`src/common/video_port_pkg.sv`:
```
// constants, types and state layout for the video port mode control block
package video_port_pkg;

    localparam int          ADDR_W            = 8;
    localparam logic [7:0]  CTRL_OFFSET       = 8'h00;
    localparam logic [7:0]  STATUS_OFFSET     = 8'h04;

    localparam int          DUAL_BIT          = 0;
    localparam int          OUTPUT_BIT        = 1;
    localparam int          TS_BIT            = 2;
    localparam int          RSVD_BIT          = 3;
    localparam int          PIN1_POL_BIT      = 4;
    localparam int          PIN2_POL_BIT      = 5;
    localparam int          PIN3_POL_BIT      = 6;
    localparam int          CLK2_INV_BIT      = 7;
    localparam int          HALT_BIT          = 14;
    localparam int          SWRST_BIT         = 15;
    localparam int          BLOCKED_BIT       = 3;

    localparam logic [7:0]  FIELD_RESET       = 8'h00;
    localparam logic [7:0]  FIELD_WRITE_MASK  = 8'hf7;
    localparam logic        HALT_RESET        = 1'b1;

    // control pins: bit 0 is pin one, bit 2 is pin three
    typedef logic [2:0] ctl3_t;

    typedef enum logic [1:0] {
        MODE_SINGLE_CAPTURE,
        MODE_DUAL_CAPTURE,
        MODE_DISPLAY,
        MODE_TS_CAPTURE
    } port_mode_t;

    typedef struct packed {
        logic clock2_invert;
        logic ctl_pin3_polarity;
        logic ctl_pin2_polarity;
        logic ctl_pin1_polarity;
        logic reserved;
        logic transport_stream_capture_select;
        logic output_mode_select;
        logic dual_channel_select;
    } ctl_fields_t;

    typedef struct packed {
        logic        ack;
        logic [31:0] rdata;
        ctl_fields_t fields;
        logic        port_halted;
        logic        swrst;
        logic        blk_meta;
        logic        blk;
        ctl3_t       pin_meta;
        ctl3_t       pin_sync;
        ctl3_t       pin_out;
        ctl3_t       pin_oe;
        ctl3_t       ctl_to_core;
        ctl3_t       gpio_in;
        logic        field_id;
        port_mode_t  mode;
        logic        data_oe;
        logic        clk2_out;
        logic        clk2_oe;
    } state_t;

endpackage

```
`src/logic/video_port_mode_control.sv`:
```
// video port mode and polarity control register with pin conditioning
//
// Contract
// (RQ1) in display mode clock2_invert set inverts the driven second port clock; capture ignores it.
// (RQ2) bit 6 makes control pin three active low when 1, except when the pin is gpio.
// (RQ3) pin three used as field id input skips its polarity bit; field_inversion alone inverts it.
// (RQ4) bit 5 makes control pin two active low when 1, except when the pin is gpio.
// (RQ5) bit 4 makes control pin one active low when 1, except when the pin is gpio.
// (RQ6) bit 3 is reserved, reads as 0 and ignores writes.
// (RQ7) bit 2 turns transport stream capture on when 1, off when 0, reset 0.
// (RQ8) bit 1 picks display when 1 and capture when 0, reset 0; display drives data and clock two.
// (RQ9) bit 0 picks dual channel when 1, reset 0, and is forced to 0 while dual channel is blocked.
// (RQ10) all three mode bits 0 gives single channel capture.
// (RQ11) transport 0, display 0, dual 1 gives dual channel capture, only while not blocked.
// (RQ12) transport 0 and display 1 gives single channel display whatever the dual bit.
// (RQ13) transport 1 gives transport stream capture whatever the other mode bits.
// (RQ14) mode and polarity fields change only while port_halted is 1; other writes are dropped. A soft reset still clears them while port_halted is 0.
// (RQ15) dual_channel_blocked is read only status, its value from chip configuration.
`timescale 1ns/10ps
`default_nettype none

module video_port_mode_control
    import video_port_pkg::*;
(
    input  wire logic              clk,
    input  wire logic              rst_n,
    // classic wishbone slave
    input  wire logic              wb_cyc_i,
    input  wire logic              wb_stb_i,
    input  wire logic              wb_we_i,
    input  wire logic [ADDR_W-1:0] wb_adr_i,
    input  wire logic [3:0]        wb_sel_i,
    input  wire logic [31:0]       wb_dat_i,
    output logic      [31:0]       wb_dat_o,
    output logic                   wb_ack_o,
    // chip configuration strap, asynchronous
    input  wire logic              dual_channel_blocked_in,
    // control pins
    input  wire ctl3_t             control_pin_in,
    output ctl3_t                  control_pin_out,
    output ctl3_t                  control_pin_oe,
    // core side of the control pins, active high
    input  wire ctl3_t             core_ctl_out,
    input  wire ctl3_t             core_ctl_oe,
    output ctl3_t                  core_ctl_in,
    // general purpose use of the control pins
    input  wire ctl3_t             gpio_select,
    input  wire ctl3_t             gpio_out,
    input  wire ctl3_t             gpio_oe,
    output ctl3_t                  gpio_in,
    // field id from pin three on the capture side
    input  wire logic              field_id_select,
    input  wire logic              field_inversion,
    output logic                   field_id_input,
    // display clock and data pin direction
    input  wire logic              display_clock_source,
    output logic                   port_clock_pin_two_out,
    output logic                   port_clock_pin_two_oe,
    output logic                   port_data_pins_oe,
    // decoded operating mode and the effective field copy
    output port_mode_t             port_mode,
    output logic                   port_halted,
    output ctl_fields_t            port_fields
);

    state_t s;
    state_t next_s;

    logic   accept;
    logic   wr_ctrl;
    ctl3_t  pol;
    ctl3_t  pol_in;
    logic   output_mode_select_now;

    function automatic port_mode_t decode_mode(input ctl_fields_t f);
        if (f.transport_stream_capture_select) begin
            decode_mode = MODE_TS_CAPTURE;                // [RQ13] [RQ7]
        end else if (f.output_mode_select) begin
            decode_mode = MODE_DISPLAY;                   // [RQ12] [RQ8]
        end else if (f.dual_channel_select) begin
            decode_mode = MODE_DUAL_CAPTURE;              // [RQ11]
        end else begin
            decode_mode = MODE_SINGLE_CAPTURE;            // [RQ10]
        end
    endfunction

    always_comb begin
        next_s   = s;
        accept   = wb_cyc_i && wb_stb_i && !s.ack;
        wr_ctrl  = accept && wb_we_i && (wb_adr_i == CTRL_OFFSET);
        pol      = {s.fields.ctl_pin3_polarity,
                    s.fields.ctl_pin2_polarity,
                    s.fields.ctl_pin1_polarity};
        // field id input takes its inversion from the capture channel
        pol_in   = {pol[2] && !field_id_select, pol[1:0]};    // [RQ3]
        output_mode_select_now = (s.mode == MODE_DISPLAY);

        // strap crosses two flops before anything reads it
        next_s.blk_meta = dual_channel_blocked_in;
        next_s.blk      = s.blk_meta;                         // [RQ15]
        next_s.pin_meta = control_pin_in;
        next_s.pin_sync = s.pin_meta;

        next_s.ack = accept;

        if (s.swrst) begin
            // soft reset lasts one cycle, then the port comes up halted
            next_s.fields      = ctl_fields_t'(FIELD_RESET);
            next_s.port_halted = HALT_RESET;
            next_s.swrst       = 1'b0;
        end else begin
            if (wr_ctrl && wb_sel_i[0] && s.port_halted) begin
                next_s.fields = ctl_fields_t'(wb_dat_i[7:0]
                                              & FIELD_WRITE_MASK);  // [RQ14] [RQ6]
            end
            if (wr_ctrl && wb_sel_i[1]) begin
                if (wb_dat_i[SWRST_BIT]) begin
                    next_s.swrst = 1'b1;
                end
                if (wb_dat_i[HALT_BIT]) begin
                    next_s.port_halted = 1'b0;
                end
            end
        end
        next_s.fields.reserved = 1'b0;                        // [RQ6]
        if (s.blk) begin
            next_s.fields.dual_channel_select = 1'b0;         // [RQ9]
        end

        next_s.rdata = 32'h0000_0000;
        if (accept && !wb_we_i) begin
            unique case (wb_adr_i)
                CTRL_OFFSET: begin
                    next_s.rdata[7:0]       = s.fields;
                    next_s.rdata[RSVD_BIT]  = 1'b0;           // [RQ6]
                    next_s.rdata[HALT_BIT]  = s.port_halted;
                    next_s.rdata[SWRST_BIT] = s.swrst;
                end
                STATUS_OFFSET: begin
                    next_s.rdata[BLOCKED_BIT] = s.blk;        // [RQ15]
                end
                default: begin
                    next_s.rdata = 32'h0000_0000;
                end
            endcase
        end

        next_s.mode = decode_mode(s.fields);

        // gpio bypasses polarity in both directions
        next_s.pin_out = (gpio_select & gpio_out)
                       | (~gpio_select & (core_ctl_out ^ pol));  // [RQ2] [RQ4] [RQ5]
        next_s.pin_oe  = (gpio_select & gpio_oe)
                       | (~gpio_select & core_ctl_oe);
        next_s.ctl_to_core = s.pin_sync ^ pol_in;             // [RQ2] [RQ4] [RQ5]
        next_s.gpio_in     = s.pin_sync;
        next_s.field_id    = s.pin_sync[2] ^ field_inversion; // [RQ3]

        // capture ignores the inversion; the clock pin is an input then
        next_s.clk2_out = display_clock_source
                        ^ (s.fields.clock2_invert && output_mode_select_now);  // [RQ1]
        next_s.clk2_oe  = output_mode_select_now;                           // [RQ8]
        next_s.data_oe  = output_mode_select_now;                           // [RQ8]
    end

    always_ff @(posedge clk or negedge rst_n) begin
        if (!rst_n) begin
            s             <= '0;
            s.port_halted <= HALT_RESET;
        end else begin
            s <= next_s;
        end
    end

    assign wb_dat_o               = s.rdata;
    assign wb_ack_o               = s.ack;
    assign control_pin_out        = s.pin_out;
    assign control_pin_oe         = s.pin_oe;
    assign core_ctl_in            = s.ctl_to_core;
    assign gpio_in                = s.gpio_in;
    assign field_id_input         = s.field_id;
    assign port_clock_pin_two_out = s.clk2_out;
    assign port_clock_pin_two_oe  = s.clk2_oe;
    assign port_data_pins_oe      = s.data_oe;
    assign port_mode              = s.mode;
    assign port_halted            = s.port_halted;
    assign port_fields            = s.fields;

    logic [7:0] field_bits;
    assign field_bits = s.fields;
endmodule

`default_nettype wire

```
`config.mk`:
```
export PLATFORM = sky130hd
export DESIGN_NAME = video_port_mode_control
export DESIGN_NICKNAME = d
export VERILOG_FILES = /design/src/common/video_port_pkg.sv /design/src/logic/video_port_mode_control.sv
export SDC_FILE = /design/constraint.sdc
export NUM_CORES = 1
export LEC_CHECK = 0
export BUFFER_PORTS_ARGS = -buffer_cell sky130_fd_sc_hd__buf_2
export CELL_PAD_IN_SITES_DETAIL_PLACEMENT = 0
export CELL_PAD_IN_SITES_GLOBAL_PLACEMENT = 1
export CORE_UTILIZATION = 31
export DETAILED_ROUTE_END_ITERATION = 12
export GPL_TIMING_DRIVEN = 1
export PLACE_DENSITY_LB_ADDON = 0.2
export SLEW_MARGIN = 20
export SYNTH_ARGS = -nofsm -noshare
export SYNTH_HDL_FRONTEND = slang
export SYNTH_SLANG_ARGS = --single-unit
```
`constraint.sdc`:
```
create_clock -name clk -period 1.55 [get_ports clk]
set_input_delay 0.2325 -clock clk [delete_from_list [all_inputs] [get_ports clk]]
set_output_delay 0.2325 -clock clk [all_outputs]
set_load 0.005 [all_outputs]
```
==> metrics.md, run 1 <==
| Metric | Value |
|---|---|
| Share of cells above drive strength 1 | `0.440` |
| Clk Latency, worst-skew pair | `around 290 ps` |
| Top-area cell type share of the netlist area | `0.539` |
| Die width | `around 83 um` |
| Final worst path period share | `0.913` |
| Setup CP Type | `register to register` |
| FMAX | `between 700 and 800 MHz` |
| Initial antenna violation count | `0` |
| Slowest stage delay, CP | `380 ps` |
| Post-layout min period | `about 1400 ps` |
| Fin. Hold Viols | `0` |
| Netlist Area Pre-Place | `2040 um^2` |
| Worst setup SP type | `register` |
| Die area | `6920 um^2` |
| Mapped Cells | `between 150 and 200` |
| GR Overflow Total | `0` |
| GRT Util Overall | `0.100` |
| Largest net degree at the start of global routing | `29` |
| Overall Power | `roughly 0.0023 W` |
| First-pass GRT wire length | `between 5000 and 6000 um` |
| Synth cell types | `29` |
| Min-Delay Path Class | `input port to register` |
| Slowest CP cell | `dfrtp_1` |
| Critical path, cell by cell | `nand3b_1, nor4_4, buf_4, mux2i_1` |
| Met2 WL | `~1500 um` |
| CTS H-Tree Depth | `2` |
| Clock sinks | `45` |
| Buffers plus inverters on the worst setup path | `1` |
| Fin Hold WS | `approximately 46 ps` |
| Synth Area per Inst | `12.0 um^2` |
| Ant diodes | `0` |
| Final Skew | `~3.3 ps` |
| #FFs+latches synth | `45` |
| Commonest non-fill, non-tap cell in the layout | `buf_2` |
| Die H | `around 83 um` |
| Post-CTS setup buffers | `0` |
| Wirelength, routed | `3310 um` |
| First DRT Iteration DRCs | `20` |
| Clock Path Buffers | `2` |
| DR top layer | `met4` |
| Met3 wire length | `approximately 300 um` |
| Vias per Instance | `3.92` |
| Synth Warn # | `0` |
| Root Buffer | `clkbuf_8` |
| DR WL/cell | `roughly 11 um` |
| PwrDens | `~960 nW/um^2` |
| # nets final | `just over 300` |
| Num CTS Buffers | `5` |
| Footprint of the multi-input gates | `~570 um^2` |
| Max_cap viols | `0` |
| Final setup violation count | `0` |
| Synth area leader | `dfrtp_1` |
| Placed inst area | `2270 um^2` |
| Gpl congestion | `between 0.6 and 0.7` |
| Via count | `about 1,200` |
| # rows | `29` |
| Crit path capture type | `register` |
| Filler Cells Inserted | `about 640` |
| Req. time, crit path | `~1800 ps` |
| Core Area | `between 6000 and 7000 um^2` |
| Post-DP HPWL | `approximately 2500 um` |
| CTS resizes | `0` |
| CP delay by family, top | `simple AND/OR/NAND/NOR gates` |
| IO Count | `131` |
| Worst-path clk slew | `~80 ps` |
| Register area | `around 1100 um^2` |
| Most frequent cells in the layout | `82 x buf_2, 44 x dfrtp_1, 23 x conb_1, 13 x nand2b_1, 9 x and2_1` |
| RSZ-0062 raised after global routing | `no` |
| CTS tree | `built` |
| Final instance area | `roughly 2400 um^2` |
| Seq/Total Area, Yosys | `0.552` |
| Max-slew violation count | `0` |
| Status | `finished clean` |
| # port buffers | `between 80 and 90` |
| Initial DRT Pass Iterations | `4` |
| Layout Area Growth over Synthesis | `17.1%` |
| Peak supply drop | `about 0.44 mV` |
| Initial Utilization | `0.322` |
| Largest cells by area after synthesis | `dfrtp_1 54%, buf_4 20%, nand2b_1 4.0%` |
| ANT nets after route | `0` |
| Max Fanout on Critical Path | `4` |
| Arrival time worst endpoint | `between 1500 and 2000 ps` |
| DR DRC count | `0` |
| P_leak | `~1.2 nW` |
| Number of global-route vias before repair | `1,102` |
| M1 wire length | `around 1500 um` |
[timing repair]
item	in CTS	in global routing
hold endpoints to repair	16	0
hold buffers	1	0
endpoints found under the setup margin	0	7
[metrics by stage]
| stage | instances | setup TNS, ps | setup slack [ps] | utilization |
|---|---|---|---|---|
| after floorplan | 192 | 0 | 15.9 | - |
| after global placement | 300 | -365 | -42.6 | 0.357 |
| after detailed placement | 300 | -412 | -51.1 | 0.357 |
| after CTS | 309 | 0 | 37.5 | 0.377 |
| after global routing | 309 | 0 | 5.08 | 0.377 |
| final | 309 | 0 | 135 | 0.377 |
[worst register-to-register path, stage by stage, from the launching register on]
cell	delay (ps)
dfrtp_1	380
nand3b_1	260
nor4_4	320
buf_4	200
mux2i_1	180
[state kept, by name, indices dropped and copies added (netlist names)]
name                    count
gpio_in                     3
port_mode                   2
port_halted                 1
port_clock_pin_two_oe       1
control_pin_oe              3
control_pin_out             3
port_fields                 7
wb_ack_o                    1
s                           2
next_s                      7
core_ctl_in                 3
wb_dat_o                   10
port_clock_pin_two_out      1
field_id_input              1
[worst paths after layout]
| kind | start | endpoint | slack (ps) | cells after the start |
|---|---|---|---|---|
| min in group asynchronous | rst_n | control_pin_oe[0] | 410 | 2 |
| worst min register to register | next_s[20] | next_s[8] | 350 | 0 |
| worst max register to register | wb_ack_o | port_fields[7] | 140 | 4 |
| max in group asynchronous | rst_n | port_fields[1] | 650 | 3 |
| worst min-delay path | control_pin_in[2] | next_s[20] | 50 | 1 |
| worst max-delay path | wb_ack_o | port_fields[7] | 140 | 4 |
[final cells by class]
type	count	share of cell area
repair buffers	88	0.197
multi-input cells	89	0.240
inverters	2	0.00314
well taps	77	0.0403
clock buffers	7	0.0361
clock inverters	1	0.0126
flip-flops and latches	45	0.471
[Yosys cell counts]
library cell  number
dfstp_2            1
mux2i_1            7
nor4bb_1           1
nor3_1             1
a31oi_1            1
or3_1              1
inv_1              2
buf_4             55
nand4b_1           1
and4b_1            1
o21ai_0            3
mux2_2             3
nor2b_1            1
nand2_1            6
dfrtp_1           44
xor2_1             3
and2_1             9
or2_2              1
or4_4              1
nand3b_1           1
nand2b_1          13
clkbuf_1           1
a21o_1             1
nor4_4             1
conb_1             1
nor2_1             3
nor4b_2            1
and3_1             1
xnor2_1            5
[power breakdown]
group	internal (W)	total, W	switching (W)	leakage (nW)
registers	0.00121	0.00123	0.0000136	0.533
logic	0.0000923	0.000179	0.0000863	0.649
clock network	0.000525	0.000894	0.000369	0.0585
[cells by family (layout without fill, tap and decap cells)]
| group | count (synthesis) | after routing | share of synthesized area |
|---|---|---|---|
| buffers and inverters | 58 | 98 | 0.208 |
| DFF | 45 | 45 | 0.552 |
| and+or+nand+nor | 43 | 43 | 0.140 |
| muxes | 10 | 10 | 0.0508 |
| xor gates and xnor gates | 8 | 8 | 0.0343 |
| AOI/OAI and AO/OA | 5 | 5 | 0.0141 |
| other | 1 | 23 | 0.00184 |
[layer usage]
metal | track usage | up-vias
met3 | 0.0328 | 6
met4 | 0.0517 | 0
met2 | 0.150 | 66
met1 | 0.130 | 553
met5 | 0 | -
li1 | - | 586
Power figures use the tool's default switching activity.
==> inputs of run 2 (changes only) <==
==> constraint.sdc (replaced) <==
create_clock -name clk -period 1.55 [get_ports clk]
set_input_delay 0.155 -clock clk [delete_from_list [all_inputs] [get_ports clk]]
set_output_delay 0.155 -clock clk [all_outputs]
set_load 0.005 [all_outputs]
==> run 2 against run 1 <==
Compared with the run above: cell count rose by 1.6%; combinational power increased by 6%; cell area rose by 2.1%; non-clock buffer count is 5 higher; global-route usage up 0.19 points; die area did not move.
==> metrics.md, run 2 (synthesis results as in run 1) <==
| Metric | Value |
|---|---|
| Status | `finished clean` |
| Final setup violation count | `0` |
| Most frequent cells in the layout | `82 x buf_2, 44 x dfrtp_1, 23 x conb_1, 13 x nand2b_1, 9 x and2_1` |
| # nets final | `a little over 300` |
| IO Count | `131` |
| FMAX | `~710 MHz` |
| Ant diodes | `0` |
| DP Worst Slack | `~26 ps` |
| Wirelength, routed | `roughly 3300 um` |
| Share of cells above drive strength 1 | `0.430` |
| ANT nets after route | `0` |
| Fin. Hold Viols | `0` |
| Arrival time worst endpoint | `~1600 ps` |
| Clock Path Buffers | `2` |
| Post-DP HPWL | `2530 um` |
| Max-slew violation count | `0` |
| Initial DRT Pass Iterations | `3` |
| Critical path, cell by cell | `nand3b_1, nor4_4, buf_4, mux2i_1` |
| GR Overflow Total | `0` |
| Max reg flops | `10` |
| Worst-path clk slew | `80 ps` |
| Final worst path period share | `0.914` |
| Min-Delay Path Class | `input port to register` |
| Crit path capture type | `register` |
| Number of global-route vias before repair | `1,153` |
| DR DRC count | `0` |
| Root Buffer | `clkbuf_8` |
| Setup CP Type | `register to register` |
| Overall Power | `around 0.0023 W` |
| Via count | `roughly 1,200` |
| Commonest non-fill, non-tap cell in the layout | `buf_2` |
| WHS Path Cells | `2` |
| Slowest stage delay, CP | `~380 ps` |
| CTS tree | `built` |
| Die area | `approximately 6900 um^2` |
| # rows | `29` |
| Worst R2R Path Depth | `4` |
| Final Skew | `between 3 and 4 ps` |
| Total negative slack | `0 ps` |
| First-pass GRT wire length | `about 5400 um` |
| Clock sinks | `45` |
| Slowest CP cell | `dfrtp_1` |
| PwrDens | `~950 nW/um^2` |
| GRT Util Overall | `0.102` |
| Post-layout min period | `approximately 1400 ps` |
| Peak supply drop | `around 0.45 mV` |
| Layout Area Growth over Synthesis | `19.5%` |
| RSZ-0062 raised after global routing | `no` |
| Die H | `about 83 um` |
| Post-CTS setup buffers | `0` |
| Max Fanout on Critical Path | `4` |
| CTS resizes | `0` |
| Worst setup SP type | `register` |
| Num CTS Buffers | `5` |
| CTS H-Tree Depth | `2` |
| Fin Hold WS | `30.2 ps` |
| DR WL/cell | `~10 um` |
| Req. time, crit path | `roughly 1800 ps` |
| # port buffers | `between 80 and 90` |
| Initial antenna violation count | `0` |
| First DRT Iteration DRCs | `27` |
| Max_cap viols | `0` |
| Core Area | `~6300 um^2` |
| Largest net degree at the start of global routing | `29` |
| Filler Cells Inserted | `between 600 and 700` |
| Gpl congestion | `0.675` |
| Initial Utilization | `0.322` |
| P_leak | `roughly 1.3 nW` |
| Setup ws final | `134 ps` |
| Clk Latency, worst-skew pair | `about 290 ps` |
| Vias per Instance | `just under 4` |
| Die width | `between 80 and 90 um` |
[run 2: cell types whose count changed in the layout (fill, tap and decap cells not counted)]
| cell | delta |
|---|---|
| dlygate4sd3_1 | +5 |
[run 2: per-layer routing]
metal | up-vias | part of all wire | GRT usage
met2 | 63 | 0.47 | 0.154
met3 | 6 | 0.072 | 0.0219
met5 | - | 0 | 0
met4 | 0 | 0.019 | 0.0658
met1 | 563 | 0.44 | 0.133
li1 | 597 | - | -
[run 2: layout make-up]
type	instances	area (um^2)	share of cell area
Sequential cell	45	1130	0.462
Multi-Input combinational cell	89	574	0.235
Timing Repair Buffer	93	520	0.213
Tap cell	77	96.3	0.0394
Clock buffer	7	86.3	0.0353
Clock inverter	1	30.0	0.0123
Inverter	2	7.51	0.00307
[run 2: final timing paths]
kind,slack (ps),from,to
worst max-delay path,130,wb_ack_o,port_fields[7]
worst min-delay path,30,field_inversion,field_id_input
worst max register to register,130,wb_ack_o,port_fields[7]
worst min register to register,350,next_s[18],next_s[6]
max in group asynchronous,730,rst_n,wb_dat_o[1]
min in group asynchronous,340,rst_n,control_pin_oe[0]
[run 2: timing repair]
action,CTS,global route
setup endpoints to repair,0,7
hold endpoints to repair,21,0
hold buffers,6,0
[run 2: power by group]
group          internal, W  switching [W]
sequential         0.00121      0.0000136
clock             0.000526       0.000374
combinational     0.000100      0.0000882
total              0.00184       0.000475
[run 2: per-stage QoR]
stage / std cells / cell area (um^2) / utilization
6_report: 314 / 2440 / 0.385
3_3_place_gp: 300 / 2270 / 0.357
3_5_place_dp: 300 / 2270 / 0.357
2_1_floorplan: 192 / 2130 / -
5_1_grt: 314 / 2440 / 0.385
4_1_cts: 314 / 2440 / 0.385
[run 2: critical path, delay by kind of cell (launching register included)]
family / cells / cell delay, ps
buffers and inverters: 1 / 200
DFF: 1 / 380
muxes: 1 / 180
and+or+nand+nor: 2 / 580
==> inputs of run 3 (changes only) <==
--- a/config.mk
+++ b/config.mk
@@ -8,7 +8,8 @@
 export BUFFER_PORTS_ARGS = -buffer_cell sky130_fd_sc_hd__buf_2
 export CELL_PAD_IN_SITES_DETAIL_PLACEMENT = 0
 export CELL_PAD_IN_SITES_GLOBAL_PLACEMENT = 1
-export CORE_UTILIZATION = 31
+export CORE_ASPECT_RATIO = 1.4
+export CORE_UTILIZATION = 33
 export DETAILED_ROUTE_END_ITERATION = 12
 export GPL_TIMING_DRIVEN = 1
 export PLACE_DENSITY_LB_ADDON = 0.2
==> constraint.sdc (replaced) <==
create_clock -name clk -period 1.7 [get_ports clk]
set_input_delay 0.17 -clock clk [delete_from_list [all_inputs] [get_ports clk]]
set_output_delay 0.17 -clock clk [all_outputs]
set_load 0.005 [all_outputs]
==> run 3 against run 2 <==
Compared with the run above: total power down 8.9%; routed wire length is 6.2% higher; setup slack better by 85 ps; non-clock buffer count is 2 lower; cell area down 1.1%; global-route usage up 1.6 points; sequential power is 9% lower; critical endpoint is now port_fields[1].
==> metrics.md, run 3 (synthesis results as in run 1) <==
| Metric | Value |
|---|---|
| Status | `finished clean` |
| Final worst path period share | `0.871` |
| Root Buffer | `clkbuf_8` |
| First DRT Iteration DRCs | `between 40 and 50` |
| Worst R2R Path Depth | `4` |
| DR DRC count | `0` |
| Share of cells above drive strength 1 | `0.430` |
| PwrDens | `a little under 900 nW/um^2` |
| Largest net degree at the start of global routing | `24` |
| GRT Util Overall | `0.118` |
| Filler Cells Inserted | `~580` |
| Setup CP Type | `register to register` |
| Worst slew margin | `0.645` |
| Max-slew violation count | `0` |
| Commonest non-fill, non-tap cell in the layout | `buf_2` |
| Max Fanout on Critical Path | `4` |
| Peak supply drop | `~0.35 mV` |
| Crit path capture type | `register` |
| Post-CTS setup buffers | `0` |
| Final instance area | `2420 um^2` |
| Min-Delay Path Class | `input port to register` |
| Met2 WL | `around 1800 um` |
| Most frequent cells in the layout | `82 x buf_2, 44 x dfrtp_1, 23 x conb_1, 13 x nand2b_1, 9 x and2_1` |
| Initial Utilization | `0.346` |
| Overall Power | `0.00211 W` |
| # hold bufs at CTS | `5` |
| Register area | `1130 um^2` |
| First-pass GRT wire length | `between 5000 and 6000 um` |
| Core Area | `a little under 6000 um^2` |
| FMAX | `a little under 700 MHz` |
| Crit path capture | `port_fields[1]` |
| # nets final | `305` |
| Crit Reg-Reg Startpoint | `wb_ack_o` |
| Post-layout min period | `roughly 1500 ps` |
| Post-DP HPWL | `2650 um` |
| Via count | `roughly 1,200` |
| Num CTS Buffers | `5` |
| Clock sinks | `45` |
| RSZ-0062 raised after global routing | `no` |
| Wirelength, routed | `3490 um` |
| Met3 wire length | `approximately 260 um` |
| Worst setup SP type | `register` |
| Die width | `~70 um` |
| Fin. Hold Viols | `0` |
| Worst setup path startpoint | `wb_ack_o` |
| Initial antenna violation count | `0` |
| Max_cap viols | `0` |
| Final cell utilization of the core | `0.409` |
| Arrival time worst endpoint | `1690 ps` |
| M1 wire length | `1380 um` |
| # port buffers | `between 80 and 90` |
| GR Overflow Total | `0` |
| P_leak | `between 1 and 1.5 nW` |
| Ant diodes | `0` |
| DR WL/cell | `11.4 um` |
| Reg-to-reg slack, setup | `220 ps` |
| CTS tree | `built` |
| DR top layer | `met4` |
| Footprint of the multi-input gates | `~570 um^2` |
| Layout Area Growth over Synthesis | `18.2%` |
| Total negative slack | `0 ps` |
| Reg2reg end | `port_fields[1]` |
| Clk Latency, worst-skew pair | `~290 ps` |
| Final Skew | `around 4.6 ps` |
| Worst Max-Slew Pin Slew | `533 ps` |
| # rows | `33` |
| CTS H-Tree Depth | `2` |
| Max reg flops | `10` |
| Vias per Instance | `~4` |
| Worst-path clk slew | `approximately 80 ps` |
| IO Count | `around 130` |
| CTS resizes | `0` |
| Die area | `around 6500 um^2` |
| ANT nets after route | `0` |
| Req. time, crit path | `1910 ps` |
| Number of global-route vias before repair | `1,147` |
| Die H | `about 95 um` |
| Final setup violation count | `0` |
| Placed inst area | `between 2000 and 2500 um^2` |
| Gpl congestion | `around 0.67` |
| Initial DRT Pass Iterations | `4` |
| Clock Path Buffers | `2` |
==> run 3: cell types whose count changed in the layout (fill, tap and decap cells not counted), sizes merged <==
cell	previous run	this run
buf	87	86
dlygate4sd3	6	5
==> run 3: routing by layer <==
layer / up-vias / global-route usage
met4: 0 / 0.0469
met5: - / 0
met3: 4 / 0.0359
li1: 588 / -
met1: 558 / 0.134
met2: 67 / 0.201
==> run 3: power by group <==
| part | switching (W) | internal (W) | total, W |
|---|---|---|---|
| Combinational | 0.0000813 | 0.0000901 | 0.000171 |
| Sequential | 0.0000128 | 0.00111 | 0.00112 |
| Clock | 0.000339 | 0.000479 | 0.000818 |
| Total | 0.000433 | 0.00167 | 0.00211 |
==> run 3: layout make-up <==
cell class | instances | area share
Clock buffer | 7 | 0.0357
Tap cell | 70 | 0.0363
Timing Repair Buffer | 91 | 0.208
Multi-Input combinational cell | 89 | 0.238
Clock inverter | 1 | 0.0124
Inverter | 2 | 0.00311
Sequential cell | 45 | 0.467
==> run 3: how the worst min path moves through the flow <==
stage	from	endpoint	slack (ps)	cells after the start
6_report	wb_dat_i[14]	port_halted	20	2
2_1_floorplan	rst_n	control_pin_oe[0]	-130	0
5_1_grt	wb_dat_i[14]	port_halted	10	2
3_5_place_dp	rst_n	control_pin_oe[0]	180	1
4_1_cts	wb_dat_i[14]	port_halted	10	2
3_3_place_gp	rst_n	control_pin_oe[0]	180	1
==> run 3: worst max-delay path, stage by stage, from the launching register on <==
cell	delay, ps
dfrtp_1	380
nand3b_1	280
nor4_4	370
buf_4	210
mux2i_1	180
==> run 3: per-stage QoR <==
stage          hold WS [ps]  instances  worst slack, ps
6_report               22.3        305              219
3_5_place_dp            183        292             23.4
4_1_cts                11.7        305              185
2_1_floorplan          -126        192              128
5_1_grt                15.0        305             85.8
3_3_place_gp            176        292             76.7
